`src/pkg/spmu_pkg.sv`:
```
package spmu_pkg;

  // ----------------------------------------------------------------
  // Register map (byte addresses, one aligned word each)
  // ----------------------------------------------------------------
  localparam logic [4:0] SPMU_OFF_CTRL = 5'h00;
  localparam logic [4:0] SPMU_OFF_BUF  = 5'h04;
  localparam logic [4:0] SPMU_OFF_ADDR = 5'h08;
  localparam logic [4:0] SPMU_OFF_MASK = 5'h0C;
  localparam logic [4:0] SPMU_OFF_PWR  = 5'h10;
  localparam logic [4:0] SPMU_OFF_SRC  = 5'h14;

  // ----------------------------------------------------------------
  // Field positions
  // ----------------------------------------------------------------
  localparam int unsigned SPMU_CTRL_MODE_HI = 7;
  localparam int unsigned SPMU_CTRL_MODE_LO = 6;
  localparam int unsigned SPMU_CTRL_FILTER  = 5;
  localparam int unsigned SPMU_CTRL_RX_EN   = 4;
  localparam int unsigned SPMU_CTRL_TB8     = 3;
  localparam int unsigned SPMU_CTRL_RB8     = 2;
  localparam int unsigned SPMU_CTRL_TI      = 1;
  localparam int unsigned SPMU_CTRL_RI      = 0;
  localparam int unsigned SPMU_PWR_DOUBLE   = 7;
  localparam int unsigned SPMU_PWR_ERRSEL   = 6;
  localparam int unsigned SPMU_SRC_TX       = 0;
  localparam int unsigned SPMU_SRC_RX       = 1;

  // ----------------------------------------------------------------
  // Reset values
  // ----------------------------------------------------------------
  localparam logic [7:0] SPMU_CTRL_RST = 8'h00;
  localparam logic [7:0] SPMU_ADDR_RST = 8'h00;
  localparam logic [7:0] SPMU_MASK_RST = 8'h00;
  localparam logic [7:0] SPMU_PWR_RST  = 8'h00;
  localparam logic [7:0] SPMU_SRC_RST  = 8'h00;

  // ----------------------------------------------------------------
  // Timing counts
  // ----------------------------------------------------------------
  localparam logic [3:0] SPMU_M0_DIV    = 4'hC;
  localparam logic [3:0] SPMU_M0_RISE   = 4'h6;
  localparam logic [1:0] SPMU_M2_SLOW   = 2'h3;
  localparam logic [1:0] SPMU_M2_FAST   = 2'h1;
  localparam logic [3:0] SPMU_OVS_LAST  = 4'hF;
  localparam logic [3:0] SPMU_MID_TICK  = 4'h7;
  localparam logic [3:0] SPMU_BITS_M0   = 4'h7;

  typedef enum logic [1:0] {
    SPMU_MODE0 = 2'b00,
    SPMU_MODE1 = 2'b01,
    SPMU_MODE2 = 2'b10,
    SPMU_MODE3 = 2'b11
  } spmu_mode_e;

  typedef enum logic [1:0] {
    SPMU_RX_IDLE  = 2'b00,
    SPMU_RX_START = 2'b01,
    SPMU_RX_DATA  = 2'b10,
    SPMU_RX_STOP  = 2'b11
  } spmu_rx_state_e;

  typedef enum logic [0:0] {
    SPMU_TX_IDLE  = 1'b0,
    SPMU_TX_SHIFT = 1'b1
  } spmu_tx_state_e;

endpackage : spmu_pkg

```
`src/pkg/spmu_tick_if.sv`:
```
`timescale 1ns/1ps
`default_nettype none
interface spmu_tick_if;
  logic m0_fall;
  logic m0_rise;
  logic tx_tick;
  logic rx_tick;
  modport src  (output m0_fall, m0_rise, tx_tick, rx_tick);
  modport sink (input  m0_fall, m0_rise, tx_tick, rx_tick);
endinterface : spmu_tick_if
`default_nettype wire

```
`src/spmu_uart.sv`:
```
`timescale 1ns/1ps
`default_nettype none
module spmu_uart
  import spmu_pkg::*;
#(
  parameter int unsigned ADDR_W = 5
) (
  // Clock, reset and enable
  input  wire logic              sys_clk_in,
  input  wire logic              srst_in,
  input  wire logic              ce_in,
  // Avalon-MM slave
  input  wire logic [ADDR_W-1:0] avs_address_in,
  input  wire logic              avs_read_in,
  input  wire logic              avs_write_in,
  input  wire logic [31:0]       avs_writedata_in,
  output logic      [31:0]       avs_readdata_out,
  output logic                   avs_waitrequest_out,
  // Baud sources
  input  wire logic              timer1_ovf_in,
  input  wire logic              timer2_ovf_in,
  // Serial pins
  input  wire logic              rxd_in,
  output logic                   rxd_out,
  output logic                   rxd_oe_out,
  output logic                   txd_out,
  // Interrupt request
  output logic                   serial_irq_out
);

  // ----------------------------------------------------------------
  // State
  // ----------------------------------------------------------------
  typedef struct packed {
    logic           wait_req;
    logic [7:0]     rdata;
    spmu_mode_e     mode;
    logic           filter_en;
    logic           rx_en;
    logic           tb8;
    logic           rb8;
    logic           ti;
    logic           ri;
    logic           fe;
    logic [7:0]     node_addr;
    logic [7:0]     node_mask;
    logic           baud_double;
    logic           err_sel;
    logic           tx_src;
    logic           rx_src;
    logic [7:0]     rx_buf;
    spmu_rx_state_e rx_st;
    logic [3:0]     rx_sub;
    logic [3:0]     rx_bitn;
    logic [8:0]     rx_shift;
    logic           rx_prev;
    logic           m0_act;
    logic           m0_rx;
    logic           m0_fell;
    logic           m0_clk;
    logic [3:0]     m0_cnt;
    logic [7:0]     m0_shift;
    logic           tx_start;
    logic [7:0]     tx_data;
    logic           tx_ninth;
    logic           txd;
    logic           rxd_o;
    logic           rxd_oe;
    logic           irq;
  } spmu_top_s;

  localparam spmu_top_s TOP_RST = '{
    wait_req:    1'b1,
    mode:        spmu_mode_e'(SPMU_CTRL_RST[SPMU_CTRL_MODE_HI:SPMU_CTRL_MODE_LO]),
    filter_en:   SPMU_CTRL_RST[SPMU_CTRL_FILTER],
    rx_en:       SPMU_CTRL_RST[SPMU_CTRL_RX_EN],
    tb8:         SPMU_CTRL_RST[SPMU_CTRL_TB8],
    node_addr:   SPMU_ADDR_RST,
    node_mask:   SPMU_MASK_RST,
    baud_double: SPMU_PWR_RST[SPMU_PWR_DOUBLE],
    err_sel:     SPMU_PWR_RST[SPMU_PWR_ERRSEL],
    tx_src:      SPMU_SRC_RST[SPMU_SRC_TX],
    rx_src:      SPMU_SRC_RST[SPMU_SRC_RX],
    rx_st:       SPMU_RX_IDLE,
    rx_prev:     1'b1,
    m0_clk:      1'b1,
    txd:         1'b1,
    rxd_o:       1'b1,
    default:     '0
  };

  spmu_top_s q;
  spmu_top_s d;

  logic tx_line;
  logic tx_done;

  spmu_tick_if tick_bus ();

  // ----------------------------------------------------------------
  // Baud ticks and transmit shifter
  // ----------------------------------------------------------------
  spmu_baud_gen u_baud (
    .sys_clk_in     (sys_clk_in),
    .srst_in        (srst_in),
    .ce_in          (ce_in),
    .mode_in        (q.mode),
    .baud_double_in (q.baud_double),
    .tx_src_sel_in  (q.tx_src),
    .rx_src_sel_in  (q.rx_src),
    .timer1_ovf_in  (timer1_ovf_in),
    .timer2_ovf_in  (timer2_ovf_in),
    .tick           (tick_bus.src)
  );

  spmu_async_tx u_tx (
    .sys_clk_in  (sys_clk_in),
    .srst_in     (srst_in),
    .ce_in       (ce_in),
    .start_in    (q.tx_start),
    .data_in     (q.tx_data),
    .ninth_en_in (q.mode[1]),
    .ninth_in    (q.tx_ninth),
    .tick        (tick_bus.sink),
    .txd_out     (tx_line),
    .done_out    (tx_done)
  );

  // ----------------------------------------------------------------
  // Next state
  // ----------------------------------------------------------------
  always_comb begin
    logic       req;
    logic       wr_ack;
    logic       buf_wr;
    logic       fall;
    logic       stop_bit;
    logic [7:0] rx_byte;
    logic       rx_ninth;
    logic [7:0] bcast;
    logic       match;
    logic       accept;
    req      = avs_read_in | avs_write_in;
    wr_ack   = 1'b0;
    buf_wr   = 1'b0;
    fall     = 1'b0;
    stop_bit = 1'b0;
    rx_byte  = 8'h00;
    rx_ninth = 1'b0;
    bcast    = 8'h00;
    match    = 1'b0;
    accept   = 1'b0;
    d = q;
    d.tx_start = 1'b0;

    // Bus: the request is seen with waitrequest high, answered one cycle later.
    if (q.wait_req) begin
      if (req) begin
        d.wait_req = 1'b0;
        case (avs_address_in)
          SPMU_OFF_CTRL: d.rdata = {q.err_sel ? q.fe : q.mode[1], q.mode[0],
                                    q.filter_en, q.rx_en, q.tb8, q.rb8, q.ti, q.ri};
          SPMU_OFF_BUF:  d.rdata = q.rx_buf;
          SPMU_OFF_ADDR: d.rdata = q.node_addr;
          SPMU_OFF_MASK: d.rdata = q.node_mask;
          SPMU_OFF_PWR:  d.rdata = {q.baud_double, q.err_sel, 6'h00};
          SPMU_OFF_SRC:  d.rdata = {6'h00, q.rx_src, q.tx_src};
          default:       d.rdata = 8'h00;
        endcase
      end
    end else begin
      d.wait_req = 1'b1;
      wr_ack     = avs_write_in;
    end

    if (wr_ack) begin
      case (avs_address_in)
        SPMU_OFF_CTRL: begin
          if (q.err_sel) begin
            d.fe   = avs_writedata_in[SPMU_CTRL_MODE_HI];
            d.mode = spmu_mode_e'({q.mode[1], avs_writedata_in[SPMU_CTRL_MODE_LO]});
          end else begin
            d.mode = spmu_mode_e'(avs_writedata_in[SPMU_CTRL_MODE_HI:SPMU_CTRL_MODE_LO]);
          end
          d.filter_en = avs_writedata_in[SPMU_CTRL_FILTER];
          d.rx_en     = avs_writedata_in[SPMU_CTRL_RX_EN];
          d.tb8       = avs_writedata_in[SPMU_CTRL_TB8];
          d.rb8       = avs_writedata_in[SPMU_CTRL_RB8];
          d.ti        = avs_writedata_in[SPMU_CTRL_TI];
          d.ri        = avs_writedata_in[SPMU_CTRL_RI];
        end
        SPMU_OFF_BUF:  buf_wr = 1'b1;
        SPMU_OFF_ADDR: d.node_addr = avs_writedata_in[7:0];
        SPMU_OFF_MASK: d.node_mask = avs_writedata_in[7:0];
        SPMU_OFF_PWR: begin
          d.baud_double = avs_writedata_in[SPMU_PWR_DOUBLE];
          d.err_sel     = avs_writedata_in[SPMU_PWR_ERRSEL];
        end
        SPMU_OFF_SRC: begin
          d.tx_src = avs_writedata_in[SPMU_SRC_TX];
          d.rx_src = avs_writedata_in[SPMU_SRC_RX];
        end
        default: ;
      endcase
    end

    // ----------------------------------------------------------------
    // Transmit start
    // ----------------------------------------------------------------
    if (buf_wr) begin
      if (q.mode == SPMU_MODE0) begin
        if (!q.m0_act) begin
          d.m0_act   = 1'b1;
          d.m0_rx    = 1'b0;
          d.m0_fell  = 1'b0;
          d.m0_cnt   = 4'h0;
          d.m0_shift = avs_writedata_in[7:0];
          d.rxd_oe   = 1'b1;
        end
      end else begin
        d.tx_start = 1'b1;
        d.tx_data  = avs_writedata_in[7:0];
        d.tx_ninth = q.tb8;
      end
    end
    if (tx_done) begin
      d.ti = 1'b1;
    end

    // ----------------------------------------------------------------
    // Mode 0 shift engine, shared by both directions of the data pin
    // ----------------------------------------------------------------
    if (q.mode == SPMU_MODE0 && !q.m0_act && !buf_wr && q.rx_en && !q.ri) begin
      d.m0_act  = 1'b1;
      d.m0_rx   = 1'b1;
      d.m0_fell = 1'b0;
      d.m0_cnt  = 4'h0;
      d.rxd_oe  = 1'b0;
    end
    if (q.m0_act) begin
      if (tick_bus.m0_fall) begin
        d.m0_fell = 1'b1;
        d.m0_clk  = 1'b0;
        if (!q.m0_rx) begin
          d.rxd_o = q.m0_shift[0];
        end
      end
      if (tick_bus.m0_rise && q.m0_fell) begin
        d.m0_clk   = 1'b1;
        d.m0_cnt   = q.m0_cnt + 4'h1;
        d.m0_shift = {q.m0_rx ? rxd_in : 1'b1, q.m0_shift[7:1]};
        if (q.m0_cnt == SPMU_BITS_M0) begin
          d.m0_act = 1'b0;
          d.rxd_oe = 1'b0;
          d.rxd_o  = 1'b1;
          if (q.m0_rx) begin
            d.rx_buf = {rxd_in, q.m0_shift[7:1]};
            d.ri     = 1'b1;
          end else begin
            d.ti = 1'b1;
          end
        end
      end
    end
    if (q.mode != SPMU_MODE0) begin
      d.m0_act = 1'b0;
      d.m0_clk = 1'b1;
      d.rxd_oe = 1'b0;
    end

    // ----------------------------------------------------------------
    // Asynchronous receiver, independent of the transmitter
    // ----------------------------------------------------------------
    fall      = q.rx_prev & ~rxd_in;
    d.rx_prev = rxd_in;
    stop_bit  = rxd_in;
    rx_byte   = (q.mode == SPMU_MODE1) ? q.rx_shift[8:1] : q.rx_shift[7:0];
    rx_ninth  = (q.mode == SPMU_MODE1) ? stop_bit : q.rx_shift[8];
    bcast     = q.node_addr | q.node_mask;
    match     = (((rx_byte ^ q.node_addr) & q.node_mask) == 8'h00)
              || ((rx_byte & bcast) == bcast);
    case (q.rx_st)
      SPMU_RX_IDLE: begin
        if (fall && q.rx_en && q.mode != SPMU_MODE0) begin
          d.rx_st  = SPMU_RX_START;
          d.rx_sub = 4'h0;
        end
      end
      SPMU_RX_START: begin
        if (tick_bus.rx_tick) begin
          d.rx_sub = q.rx_sub + 4'h1;
          if (q.rx_sub == SPMU_MID_TICK) begin
            d.rx_st   = rxd_in ? SPMU_RX_IDLE : SPMU_RX_DATA;
            d.rx_sub  = 4'h0;
            d.rx_bitn = 4'h0;
          end
        end
      end
      SPMU_RX_DATA: begin
        if (tick_bus.rx_tick) begin
          d.rx_sub = q.rx_sub + 4'h1;
          if (q.rx_sub == SPMU_OVS_LAST) begin
            d.rx_shift = {rxd_in, q.rx_shift[8:1]};
            d.rx_bitn  = q.rx_bitn + 4'h1;
            if (q.rx_bitn == ((q.mode == SPMU_MODE1) ? 4'h7 : 4'h8)) begin
              d.rx_st = SPMU_RX_STOP;
            end
          end
        end
      end
      SPMU_RX_STOP: begin
        if (tick_bus.rx_tick) begin
          d.rx_sub = q.rx_sub + 4'h1;
          if (q.rx_sub == SPMU_OVS_LAST) begin
            d.rx_st = SPMU_RX_IDLE;
            if (!stop_bit) begin
              d.fe = 1'b1;
            end
            if (q.mode == SPMU_MODE1) begin
              accept = !q.filter_en || (stop_bit && match);
            end else begin
              accept = !q.filter_en || (rx_ninth && match);
            end
            if (accept) begin
              d.rx_buf = rx_byte;
              d.rb8    = rx_ninth;
              d.ri     = 1'b1;
            end
          end
        end
      end
      default: d.rx_st = SPMU_RX_IDLE;
    endcase
    if (q.mode == SPMU_MODE0) begin
      d.rx_st = SPMU_RX_IDLE;
    end

    // ----------------------------------------------------------------
    // Pin and interrupt registers
    // ----------------------------------------------------------------
    d.txd = (q.mode == SPMU_MODE0) ? d.m0_clk : tx_line;
    d.irq = d.ti | d.ri;
  end

  always_ff @(posedge sys_clk_in) begin
    if (srst_in) begin
      q <= TOP_RST;
    end else if (ce_in) begin
      q <= d;
    end
  end

  // ----------------------------------------------------------------
  // Outputs
  // ----------------------------------------------------------------
  assign avs_readdata_out    = {24'h00_0000, q.rdata};
  assign avs_waitrequest_out = q.wait_req;
  assign rxd_out             = q.rxd_o;
  assign rxd_oe_out          = q.rxd_oe;
  assign txd_out             = q.txd;
  assign serial_irq_out      = q.irq;

endmodule : spmu_uart
`default_nettype wire

```
`src/spmu_baud_gen.sv`:
```
`timescale 1ns/1ps
`default_nettype none
module spmu_baud_gen
  import spmu_pkg::*;
(
  // Clock and control
  input  wire logic       sys_clk_in,
  input  wire logic       srst_in,
  input  wire logic       ce_in,
  // Configuration
  input  wire logic [1:0] mode_in,
  input  wire logic       baud_double_in,
  input  wire logic       tx_src_sel_in,
  input  wire logic       rx_src_sel_in,
  // Timer overflows
  input  wire logic       timer1_ovf_in,
  input  wire logic       timer2_ovf_in,
  // Ticks
  spmu_tick_if.src        tick
);

  typedef struct packed {
    logic [3:0] m0_cnt;
    logic [1:0] m2_cnt;
    logic       m0_fall;
    logic       m0_rise;
    logic       tx_tick;
    logic       rx_tick;
  } spmu_bg_s;

  spmu_bg_s q;
  spmu_bg_s d;

  always_comb begin
    logic m2_wrap;
    logic tx_ovf;
    logic rx_ovf;
    m2_wrap = 1'b0;
    tx_ovf  = 1'b0;
    rx_ovf  = 1'b0;
    d = q;
    d.m0_fall = (q.m0_cnt == SPMU_M0_DIV - 4'h1);
    d.m0_rise = (q.m0_cnt == SPMU_M0_RISE - 4'h1);
    d.m0_cnt  = d.m0_fall ? 4'h0 : q.m0_cnt + 4'h1;
    m2_wrap   = (q.m2_cnt == (baud_double_in ? SPMU_M2_FAST : SPMU_M2_SLOW));
    d.m2_cnt  = m2_wrap ? 2'h0 : q.m2_cnt + 2'h1;
    tx_ovf    = tx_src_sel_in ? timer2_ovf_in : timer1_ovf_in;
    rx_ovf    = rx_src_sel_in ? timer2_ovf_in : timer1_ovf_in;
    case (mode_in)
      SPMU_MODE2: begin
        d.tx_tick = m2_wrap;
        d.rx_tick = m2_wrap;
      end
      SPMU_MODE1, SPMU_MODE3: begin
        d.tx_tick = tx_ovf;
        d.rx_tick = rx_ovf;
      end
      default: begin
        d.tx_tick = 1'b0;
        d.rx_tick = 1'b0;
      end
    endcase
  end

  always_ff @(posedge sys_clk_in) begin
    if (srst_in) begin
      q <= '0;
    end else if (ce_in) begin
      q <= d;
    end
  end

  assign tick.m0_fall = q.m0_fall;
  assign tick.m0_rise = q.m0_rise;
  assign tick.tx_tick = q.tx_tick;
  assign tick.rx_tick = q.rx_tick;

endmodule : spmu_baud_gen
`default_nettype wire

```
`src/spmu_async_tx.sv`:
```
`timescale 1ns/1ps
`default_nettype none
module spmu_async_tx
  import spmu_pkg::*;
(
  // Clock and control
  input  wire logic       sys_clk_in,
  input  wire logic       srst_in,
  input  wire logic       ce_in,
  // Frame request
  input  wire logic       start_in,
  input  wire logic [7:0] data_in,
  input  wire logic       ninth_en_in,
  input  wire logic       ninth_in,
  // Ticks
  spmu_tick_if.sink       tick,
  // Line and status
  output logic            txd_out,
  output logic            done_out
);

  typedef struct packed {
    spmu_tx_state_e st;
    logic [3:0]     sub;
    logic [3:0]     bitn;
    logic [3:0]     last;
    logic [10:0]    shift;
    logic           txd;
    logic           done;
  } spmu_tx_s;

  localparam spmu_tx_s TX_RST = '{st: SPMU_TX_IDLE, txd: 1'b1, default: '0};

  spmu_tx_s q;
  spmu_tx_s d;

  always_comb begin
    d = q;
    d.done = 1'b0;
    case (q.st)
      SPMU_TX_IDLE: begin
        d.txd = 1'b1;
        if (start_in) begin
          d.st    = SPMU_TX_SHIFT;
          d.sub   = 4'h0;
          d.bitn  = 4'h0;
          d.last  = ninth_en_in ? 4'hA : 4'h9;
          d.shift = {1'b1, ninth_en_in ? ninth_in : 1'b1, data_in, 1'b0};
          d.txd   = 1'b0;
        end
      end
      SPMU_TX_SHIFT: begin
        if (tick.tx_tick) begin
          d.sub = q.sub + 4'h1;
          if (q.sub == SPMU_OVS_LAST) begin
            d.shift = {1'b1, q.shift[10:1]};
            d.bitn  = q.bitn + 4'h1;
            d.txd   = q.shift[1];
            if (q.bitn == q.last) begin
              d.st   = SPMU_TX_IDLE;
              d.txd  = 1'b1;
              d.done = 1'b1;
            end
          end
        end
      end
      default: d = TX_RST;
    endcase
  end

  always_ff @(posedge sys_clk_in) begin
    if (srst_in) begin
      q <= TX_RST;
    end else if (ce_in) begin
      q <= d;
    end
  end

  assign txd_out  = q.txd;
  assign done_out = q.done;

endmodule : spmu_async_tx
`default_nettype wire

```
`config.mk`:
```
export PLATFORM = sky130hd
export DESIGN_NAME = spmu_uart
export DESIGN_NICKNAME = d
export VERILOG_FILES = /design/src/pkg/spmu_pkg.sv /design/src/pkg/spmu_tick_if.sv /design/src/spmu_uart.sv /design/src/spmu_baud_gen.sv /design/src/spmu_async_tx.sv
export SDC_FILE = /design/constraint.sdc
export NUM_CORES = 1
export LEC_CHECK = 0
export BUFFER_PORTS_ARGS = -buffer_cell sky130_fd_sc_hd__buf_2
export CORE_ASPECT_RATIO = 1.5
export CORE_MARGIN = 2
export CORE_UTILIZATION = 53
export CTS_CLUSTER_SIZE = 24
export DETAILED_ROUTE_END_ITERATION = 7
export PLACE_DENSITY = 0.76
export SLEW_MARGIN = 25
export SYNTH_ARGS = -nofsm -noshare
export SYNTH_HDL_FRONTEND = slang
export SYNTH_SLANG_ARGS = --single-unit
```
`constraint.sdc`:
```
create_clock -name sys_clk_in -period 2.5 [get_ports sys_clk_in]
set_clock_uncertainty 0.2 [all_clocks]
set_input_delay 0.125 -clock sys_clk_in [delete_from_list [all_inputs] [get_ports sys_clk_in]]
set_output_delay 0.125 -clock sys_clk_in [all_outputs]
set_load 0.005 [all_outputs]
```
==> flow_metrics.env, run 1 <==
export IMPL_status="complete, no violations"
export IMPL_cp_max_fo=6
export IMPL_synth_most_common_cell="dfxtp_1"
export IMPL_synth_compound_area_frac=0.205
export IMPL_synth_top_cells_by_area="dfxtp_1 (39%), nor2_1 (7.1%), mux2i_1 (6.6%), a21oi_1 (5.7%), nand2_1 (3.9%)"
export IMPL_synth_cells=805
export IMPL_place_ws_ps=-82.1
export IMPL_slowest_delay_ps=370
export IMPL_hold_viol=0
export IMPL_fp_coreArea_mm2=0.0123
export IMPL_cp_end_kind="flop"
export IMPL_grtUsageTotal=0.279
export IMPL_path_class="reg2reg"
export IMPL_dieHeight_um=141
export IMPL_crit_family="compound AO/OA/AOI/OAI gates"
export IMPL_slew_viol_final=0
export IMPL_ys_seq_area_frac=0.392
export IMPL_reg2reg_from="q[86]"
export IMPL_grt_pass1_vias=5790
export IMPL_timing_final_ws_setup_ps=15.4
export IMPL_ant_nets=0
export IMPL_synth_area_mm2=0.00663
export IMPL_ys_seq_elements=130
export IMPL_place_gp_congestion=0.951
export IMPL_required_ps=2630
export IMPL_antenna_found_initial=0
export IMPL_crit_chain="nor2b_4 > buf_8 > buf_6 > mux2i_4 > mux2i_2 > a2111oi_4 > a211o_4 > and2_4 > a311oi_2"
export IMPL_synth_top_area_frac=0.392
export IMPL_finish_net_count=904
export IMPL_reg2reg_to="q[51]"
export IMPL_clock_tree_buffer_depth=2
export IMPL_tightestPinTransition_ps=689
export IMPL_p_per_area_mw_per_mm2=632
export IMPL_synthAdderAreaFrac=0.0132
export IMPL_htree_levels=4
export IMPL_cp_slowest_cell="a211o_4"
export IMPL_drt_pass1_iterations=5
export IMPL_routed_wl_um=18200
export IMPL_min_path_cells=2
export IMPL_async_flop_share=0
export IMPL_synth_xor_area_frac=0.0172
export IMPL_synth_top_family_by_area="simple AND/OR/NAND/NOR gates"
export IMPL_design_area_mm2=0.00786
export IMPL_post_route_min_period_ps=2480
export IMPL_path_clk_slew_ps=60
export IMPL_initial_core_util=0.538
export IMPL_setup_viol=0
export IMPL_yosys_area_share_simple=0.206
export IMPL_critPathLaunch="q[86]"
export IMPL_synth_flop_cell="dfxtp_1"
export IMPL_root_buffer="clkbuf_16"
export IMPL_path_depth=9
export IMPL_hp_class="in2reg"
export IMPL_ioPinCount=82
export IMPL_syn_area_per_cell_um2=8.24
export IMPL_grt_max_degree=74
export IMPL_reg2reg_slack_ps=20
export IMPL_placed_area_mm2=0.00695
export IMPL_cts_made_buffers=17
export IMPL_p_leak_nw=3.06
export IMPL_path_buf_inv=2
export IMPL_num_vias=6076
export IMPL_rr_worst_depth=9
export IMPL_place_inst=975
export IMPL_dp_hpwl_um=12800
export IMPL_port_buffers=33
export IMPL_yosysTopAreaCell="dfxtp_1"
export IMPL_drc=0
export IMPL_irDropWorstVdd_v=0.000509
export IMPL_timing_fmax_mhz=402
export IMPL_clk_latency_ps=420
export IMPL_max_cap_viol_count=0
export IMPL_dieArea_mm2=0.0134
export IMPL_cp_endpoint="q[51]"
export IMPL_synth_cell_types=61
export IMPL_drive_above_1_share=0.178
export IMPL_grt_overflow=0
export IMPL_routedWlPerCell_um=17.9
export IMPL_synth_area_mux_share=0.0855
export IMPL_viasPerCell=5.95
export IMPL_grt_pass1_wl_um=28700
export IMPL_maxSlewHeadroom=0.529
export IMPL_synthToLayoutAreaGrowth_pct=18.5
export IMPL_finalCritPeriodShare=0.994
export IMPL_cts_sinks=130
export IMPL_final_cells=1021
export IMPL_cts_tree="yes"
export IMPL_ys_warn_count=0
export IMPL_cp_start_kind="flop"
export IMPL_rows=50
export IMPL_n_antenna_cell=0
export IMPL_first_iter_violations=359
export IMPL_fp_dieW_um=95.3
export IMPL_synth_edf_count=0
export IMPL_rsz0062_at_grt="yes"
export IMPL_synthTopCellsByCount="dfxtp_1 (130), nor2_1 (125), a21oi_1 (76), nand2_1 (69), mux2i_1 (44)"
export IMPL_critPathArrivalTime_ps=2610
## flip-flops by register name, indices dropped and copies added, names as in the netlist
signal / flops
u_tx.txd_out: 1
u_baud.q: 6
avs_readdata_out: 8
rxd_out: 1
serial_irq_out: 1
u_baud.tick.m0_rise: 1
q: 83
rxd_oe_out: 1
u_baud.tick.tx_tick: 1
txd_out: 1
u_baud.tick.m0_fall: 1
avs_waitrequest_out: 1
u_tx.q: 22
u_tx.done_out: 1
u_baud.tick.rx_tick: 1
## power by group
part	total, mW	internal (mW)	switching [mW]
Sequential	2.10	2.09	0.0161
Clock	2.64	1.75	0.898
Combinational	0.222	0.0741	0.148
Total	4.97	3.91	1.06
## layout by cell type (no fill, tap or decap), types with 15 or more instances in the layout
cell	instances
nand3_1	19
inv_1	16
nand2_1	69
buf_2	32
a21oi_1	72
nor3_1	15
mux2i_1	38
a211oi_1	18
buf_4	40
dfxtp_1	129
o21ai_0	19
conb_1	24
clkbuf_16	17
nor2_1	125
a22oi_1	29
## logic make-up (layout without fill, tap and decap cells)
logic type | count (synthesis) | after routing
buffers and inverters | 100 | 137
DFF | 130 | 130
AOI/OAI and AO/OA | 204 | 204
and+or+nand+nor | 295 | 295
muxes | 55 | 55
xor gates and xnor gates | 13 | 13
adders and majority gates | 7 | 7
other | 1 | 24
## metrics by stage
stage	hold slack, ps	total power [mW]	utilization	setup TNS, ps
after floorplan	47.4	2.29	-	0
after global placement	241	2.34	0.564	-56.6
after CTS	4.68	4.99	0.628	0
final	11.1	4.97	0.638	0
after global routing	34.7	5.10	0.638	-302
after detailed placement	259	2.35	0.564	-335
## area by class of cell
type                    instances  area, um2
clock buffers                  23        478
clock inverters                 9        151
fillers                      1052       4470
inverters                      16       60.1
multi-input cells             598       3710
flip-flops and latches        130       2600
well taps                     156        195
repair buffers                 89        661
## worst reg2reg max path, stage by stage (launching register included)
cell       delay (ps)
dfxtp_1           350
nor2b_4           140
buf_8             150
buf_6             110
mux2i_4           250
mux2i_2           290
a2111oi_4          90
a211o_4           370
and2_4            200
a311oi_2          260
## what timing repair did
action	in CTS	in global routing
gates cloned	0	0
setup buffers	1	4
endpoints found under the setup margin	8	18
hold buffers	10	0
pin swaps	0	11
hold endpoints to repair	44	0
gates resized for setup	12	20
## per-layer routing
layer  track usage  up-vias  wire length (um)
li1              -     2885                 -
met1         0.322     2896              7080
met2         0.472      227              9350
met3        0.0636       68               971
met4         0.142        0               845
met5             0        -                 0
## worst min path at each step
stage | to | slack (ps) | startpoint
floorplan | q[30] | 50 | rxd_in
CTS | q[40] | 5 | srst_in
finish | q[40] | 10 | srst_in
global placement | rxd_out | 240 | q[14]
detailed placement | rxd_out | 260 | q[14]
global route | q[43] | 30 | srst_in
Note: power is estimated with default switching activity, not from simulation.
==> inputs of run 2 (changes only) <==
--- a/config.mk
+++ b/config.mk
@@ -11,2 +11,3 @@
 export CORE_UTILIZATION = 53
+export CTS_BUF_LIST = sky130_fd_sc_hd__clkbuf_8 sky130_fd_sc_hd__clkbuf_16
 export CTS_CLUSTER_SIZE = 24
--- a/constraint.sdc
+++ b/constraint.sdc
@@ -4,2 +4,2 @@
 set_output_delay 0.125 -clock sys_clk_in [all_outputs]
-set_load 0.005 [all_outputs]
+set_load 0.02 [all_outputs]
==> flow_metrics.env, run 2 (synthesized netlist as in run 1, its figures left out) <==
export IMPL_status="complete, no violations"
export IMPL_finish_net_count=904
export IMPL_grt_overflow=0
export IMPL_routed_wl_um=18200
export IMPL_cp_end_kind="flop"
export IMPL_critPathArrivalTime_ps=2620
export IMPL_setup_viol=0
export IMPL_drive_above_1_share=0.178
export IMPL_grt_pass1_vias=5790
export IMPL_cts_tree="yes"
export IMPL_tightestPinTransition_ps=698
export IMPL_rsz0062_at_grt="yes"
export IMPL_dieArea_mm2=0.0134
export IMPL_drt_pass1_iterations=7
export IMPL_largest_register="q"
export IMPL_n_antenna_cell=0
export IMPL_antenna_found_initial=0
export IMPL_reg2reg_slack_ps=10
export IMPL_hold_start="srst_in"
export IMPL_hold_viol=0
export IMPL_dieHeight_um=141
export IMPL_cts_made_buffers=17
export IMPL_path_class="reg2reg"
export IMPL_cts_sinks=130
export IMPL_grt_max_degree=74
export IMPL_root_buffer="clkbuf_16"
export IMPL_post_route_min_period_ps=2490
export IMPL_dp_hpwl_um=12800
export IMPL_port_buffers=33
export IMPL_drc=0
export IMPL_max_cap_viol_count=0
export IMPL_num_vias=6098
export IMPL_rows=50
export IMPL_path_clk_slew_ps=60
export IMPL_final_cells=1021
export IMPL_timing_fmax_mhz=402
export IMPL_p_per_area_mw_per_mm2=634
export IMPL_routedWlPerCell_um=17.8
export IMPL_power_mw=4.98
export IMPL_ant_nets=0
export IMPL_multi_input_area_mm2=0.00371
export IMPL_final_common_cell="dfxtp_1"
export IMPL_slew_viol_final=0
export IMPL_fp_dieW_um=95.3
export IMPL_whs_ps=8.95
export IMPL_synthToLayoutAreaGrowth_pct=18.5
export IMPL_design_area_mm2=0.00786
export IMPL_cp_start_kind="flop"
export IMPL_maxSlewHeadroom=0.523
export IMPL_fp_coreArea_mm2=0.0123
export IMPL_initial_core_util=0.538
export IMPL_required_ps=2630
export IMPL_viasPerCell=5.97
export IMPL_first_iter_violations=346
export IMPL_htree_levels=4
export IMPL_regArea_mm2=0.00260
export IMPL_placed_area_mm2=0.00695
export IMPL_critPathLaunch="q[86]"
export IMPL_finalCritPeriodShare=0.996
export IMPL_final_core_util=0.638
export IMPL_p_leak_nw=3.07
export IMPL_clock_tree_buffer_depth=2
export IMPL_place_gp_congestion=0.951
export IMPL_place_inst=975
export IMPL_clk_latency_ps=420
export IMPL_grt_pass1_wl_um=28700
export IMPL_largest_reg_flops=83
export IMPL_grtUsageTotal=0.279
export IMPL_fill_cells=1052
export IMPL_reg2reg_from="q[86]"
export IMPL_ioPinCount=82
export IMPL_cp_max_fo=6
export IMPL_hp_class="in2reg"
export IMPL_final_cell_mix="dfxtp_1 (129), nor2_1 (125), a21oi_1 (72), nand2_1 (69), buf_4 (40)"
export IMPL_irDropWorstVdd_v=0.000509
run 2: cell count changes in the layout (fill, tap and decap cells not counted):
cell | before | now
clkbuf_1 | 3 | 0
inv_1 | 16 | 19
run 2: where the power goes:
part / internal, mW / switching (mW) / total, mW / leakage [nW]
logic: 0.0742 / 0.174 / 0.249 / 1.70
clock network: 1.73 / 0.894 / 2.63 / 0.320
registers: 2.09 / 0.0158 / 2.10 / 1.05
total: 3.90 / 1.08 / 4.98 / 3.07
run 2: layer usage:
metal,up-vias,track usage,part of all wire
li1,2892,-,-
met1,2893,0.322,0.38
met2,245,0.472,0.51
met3,68,0.0636,0.056
met4,0,0.142,0.049
met5,-,0,0
run 2: worst paths after layout:
path,to,cells past startpoint
setup / recovery,q[51],9
hold / removal,q[40],2
setup reg to reg,q[51],9
hold reg to reg,q[27],2
run 2: stage by stage:
stage,setup WS [ps],setup TNS (ps)
floorplan,92.8,0
global placement,-14.4,-56.6
detailed placement,-82.1,-335
CTS,1.31,0
global route,-54.2,-300
finish,9.82,0
run 2: layout make-up:
| type | count | share of cell area |
|---|---|---|
| tap | 156 | 0.0248 |
| clock buffer | 20 | 0.0594 |
| inverter | 16 | 0.00764 |
| timing repair buffer | 89 | 0.0841 |
| clock inverter | 12 | 0.0207 |
| multi-input combinational | 598 | 0.472 |
| sequential | 130 | 0.331 |
run 2: timing repair:
item / in CTS / in global routing
setup buffers: 1 / 4
setup endpoints to repair: 8 / 18
cloned: 0 / 0
gates resized for setup: 12 / 20
hold buffers: 10 / 0
pin swaps: 0 / 11
endpoints found under the hold margin: 44 / 0
run 2: worst max-delay path: stages (launching register included):
cell and delay [ps]:
dfxtp_1 350, nor2b_4 140, buf_8 150, buf_6 110, mux2i_4 260, mux2i_2 290, a2111oi_4 90, a211o_4 370
and2_4 200, a311oi_2 260
==> inputs of run 3 (changes only) <==
SETUP_SLACK_MARGIN = 0.15   (was default)
==> flow_metrics.env, run 3 (synthesized netlist as in run 1, its figures left out) <==
export IMPL_antenna_found_initial=0
export IMPL_fp_dieW_um=95.3
export IMPL_ant_nets=0
export IMPL_grt_overflow=0
export IMPL_setup_tns_ps=0
export IMPL_grtUsageTotal=0.270
export IMPL_drt_pass1_iterations=6
export IMPL_dieHeight_um=141
export IMPL_drive_above_1_share=0.175
export IMPL_initial_core_util=0.538
export IMPL_use_met2=0.470
export IMPL_num_vias=6085
export IMPL_fill_cells=1004
export IMPL_final_cell_mix="dfxtp_1 (128), nor2_1 (124), a21oi_1 (75), nand2_1 (69), buf_4 (50)"
export IMPL_p_leak_nw=3.00
export IMPL_slew_viol_final=0
export IMPL_use_met1=0.306
export IMPL_hold_viol=0
export IMPL_status="complete, no violations"
export IMPL_first_iter_violations=515
export IMPL_grt_util_met3=0.0513
export IMPL_final_common_cell="dfxtp_1"
export IMPL_grt_pass1_vias=5728
export IMPL_root_buffer="clkbuf_16"
export IMPL_rr_worst_depth=9
export IMPL_drc=0
export IMPL_power_mw=4.36
export IMPL_rows=50
export IMPL_irDropWorstVdd_v=0.000391
export IMPL_max_cap_viol_count=0
export IMPL_cts_sinks=130
export IMPL_dieArea_mm2=0.0134
export IMPL_cp_max_fo=6
export IMPL_synthToLayoutAreaGrowth_pct=15.9
export IMPL_post_route_min_period_ps=2460
export IMPL_clock_tree_buffer_depth=2
export IMPL_fp_coreArea_mm2=0.0123
export IMPL_n_antenna_cell=0
export IMPL_gr_max_usage_layer="met2"
export IMPL_routedWlPerCell_um=17.5
export IMPL_tightestPinTransition_ps=771
export IMPL_finalCritPeriodShare=0.983
export IMPL_largest_reg_flops=83
export IMPL_path_clk_slew_ps=50
export IMPL_finish_net_count=910
export IMPL_largest_register="q"
export IMPL_port_buffers=33
export IMPL_viasPerCell=5.97
export IMPL_required_ps=2620
export IMPL_path_class="reg2reg"
export IMPL_min_path_cells=4
export IMPL_grt_pass1_wl_um=28300
export IMPL_timing_fmax_mhz=407
export IMPL_cp_start_kind="flop"
export IMPL_maxSlewHeadroom=0.486
export IMPL_clk_latency_ps=420
export IMPL_hp_class="in2reg"
export IMPL_dp_hpwl_um=12800
export IMPL_setup_viol=0
export IMPL_whs_ps=11.3
export IMPL_htree_levels=4
export IMPL_critPathArrivalTime_ps=2580
export IMPL_grt_max_degree=72
export IMPL_routed_wl_um=17800
export IMPL_ioPinCount=82
export IMPL_p_per_area_mw_per_mm2=568
export IMPL_rsz0062_at_grt="yes"
export IMPL_place_gp_congestion=0.985
export IMPL_cts_made_buffers=17
export IMPL_cts_tree="yes"
export IMPL_cp_end_kind="flop"
-- run 3: cell count changes in the layout (fill, tap and decap cells not counted), moves of 3 or more --
| cell | before | now |
|---|---|---|
| buf_4 | 40 | 50 |
| a21oi_2 | 6 | 3 |
| clkbuf_8 | 3 | 0 |
| bufinv_16 | 4 | 0 |
| a21oi_1 | 72 | 75 |
-- run 3: timing repair --
action | CTS | global route
hold endpoints to repair | 42 | 0
pin swaps | 8 | 8
buffers inserted | 4 | 1
setup endpoints to repair | 11 | 12
hold buffers | 9 | 0
resized for setup | 12 | 5
-- run 3: critical path, cell delays in order (launching register included) --
cell and delay [ps]:
dfxtp_2 340, nor2b_4 160, buf_12 150, mux2i_4 270, mux2i_1 260, a2111oi_2 70, a211o_2 360, and2_4 150
buf_6 120, a311oi_2 270
-- run 3: final timing paths --
path                            slack [ps]                  end          start
worst min-delay path                    10  u_baud.tick.rx_tick  timer1_ovf_in
worst max register to register          40                q[57]          q[85]
worst max-delay path                    40                q[57]          q[85]
worst min register to register         260              txd_out        txd_out
-- run 3: report_power, final --
part	total (mW)	leakage [nW]	internal, mW	switching (mW)
combinational	0.240	1.70	0.0714	0.169
clock	2.02	0.248	1.19	0.823
sequential	2.11	1.05	2.09	0.0161
-- run 3: layer usage --
| layer | vias up | part of all wire | routed length [um] |
|---|---|---|---|
| met1 | 2881 | 0.38 | 6780 |
| met4 | 0 | 0.047 | 837 |
| li1 | 2895 | - | - |
| met5 | - | 0 | 0 |
| met3 | 57 | 0.059 | 1050 |
| met2 | 252 | 0.51 | 9140 |
-- run 3: metrics by stage --
| step | util | instances | instance area, um2 | setup slack, ps |
|---|---|---|---|---|
| final | 0.624 | 1020 | 7690 | 43.2 |
| after global routing | 0.624 | 1020 | 7690 | -38.3 |
| after CTS | 0.622 | 1019 | 7660 | 48.0 |
| after detailed placement | 0.571 | 981 | 7030 | -62.0 |
| after global placement | 0.571 | 981 | 7030 | 18.0 |
| after floorplan | - | 828 | 6770 | 154 |
-- run 3: cell type report --
| cell class | instances | area [um2] | area share |
|---|---|---|---|
| Sequential cell | 130 | 2610 | 0.339 |
| Timing Repair Buffer | 95 | 679 | 0.0884 |
| Multi-Input combinational cell | 598 | 3680 | 0.479 |
| Inverter | 16 | 60.1 | 0.00781 |
| Clock buffer | 17 | 425 | 0.0553 |
| Clock inverter | 8 | 33.8 | 0.00440 |
| Tap cell | 156 | 195 | 0.0254 |
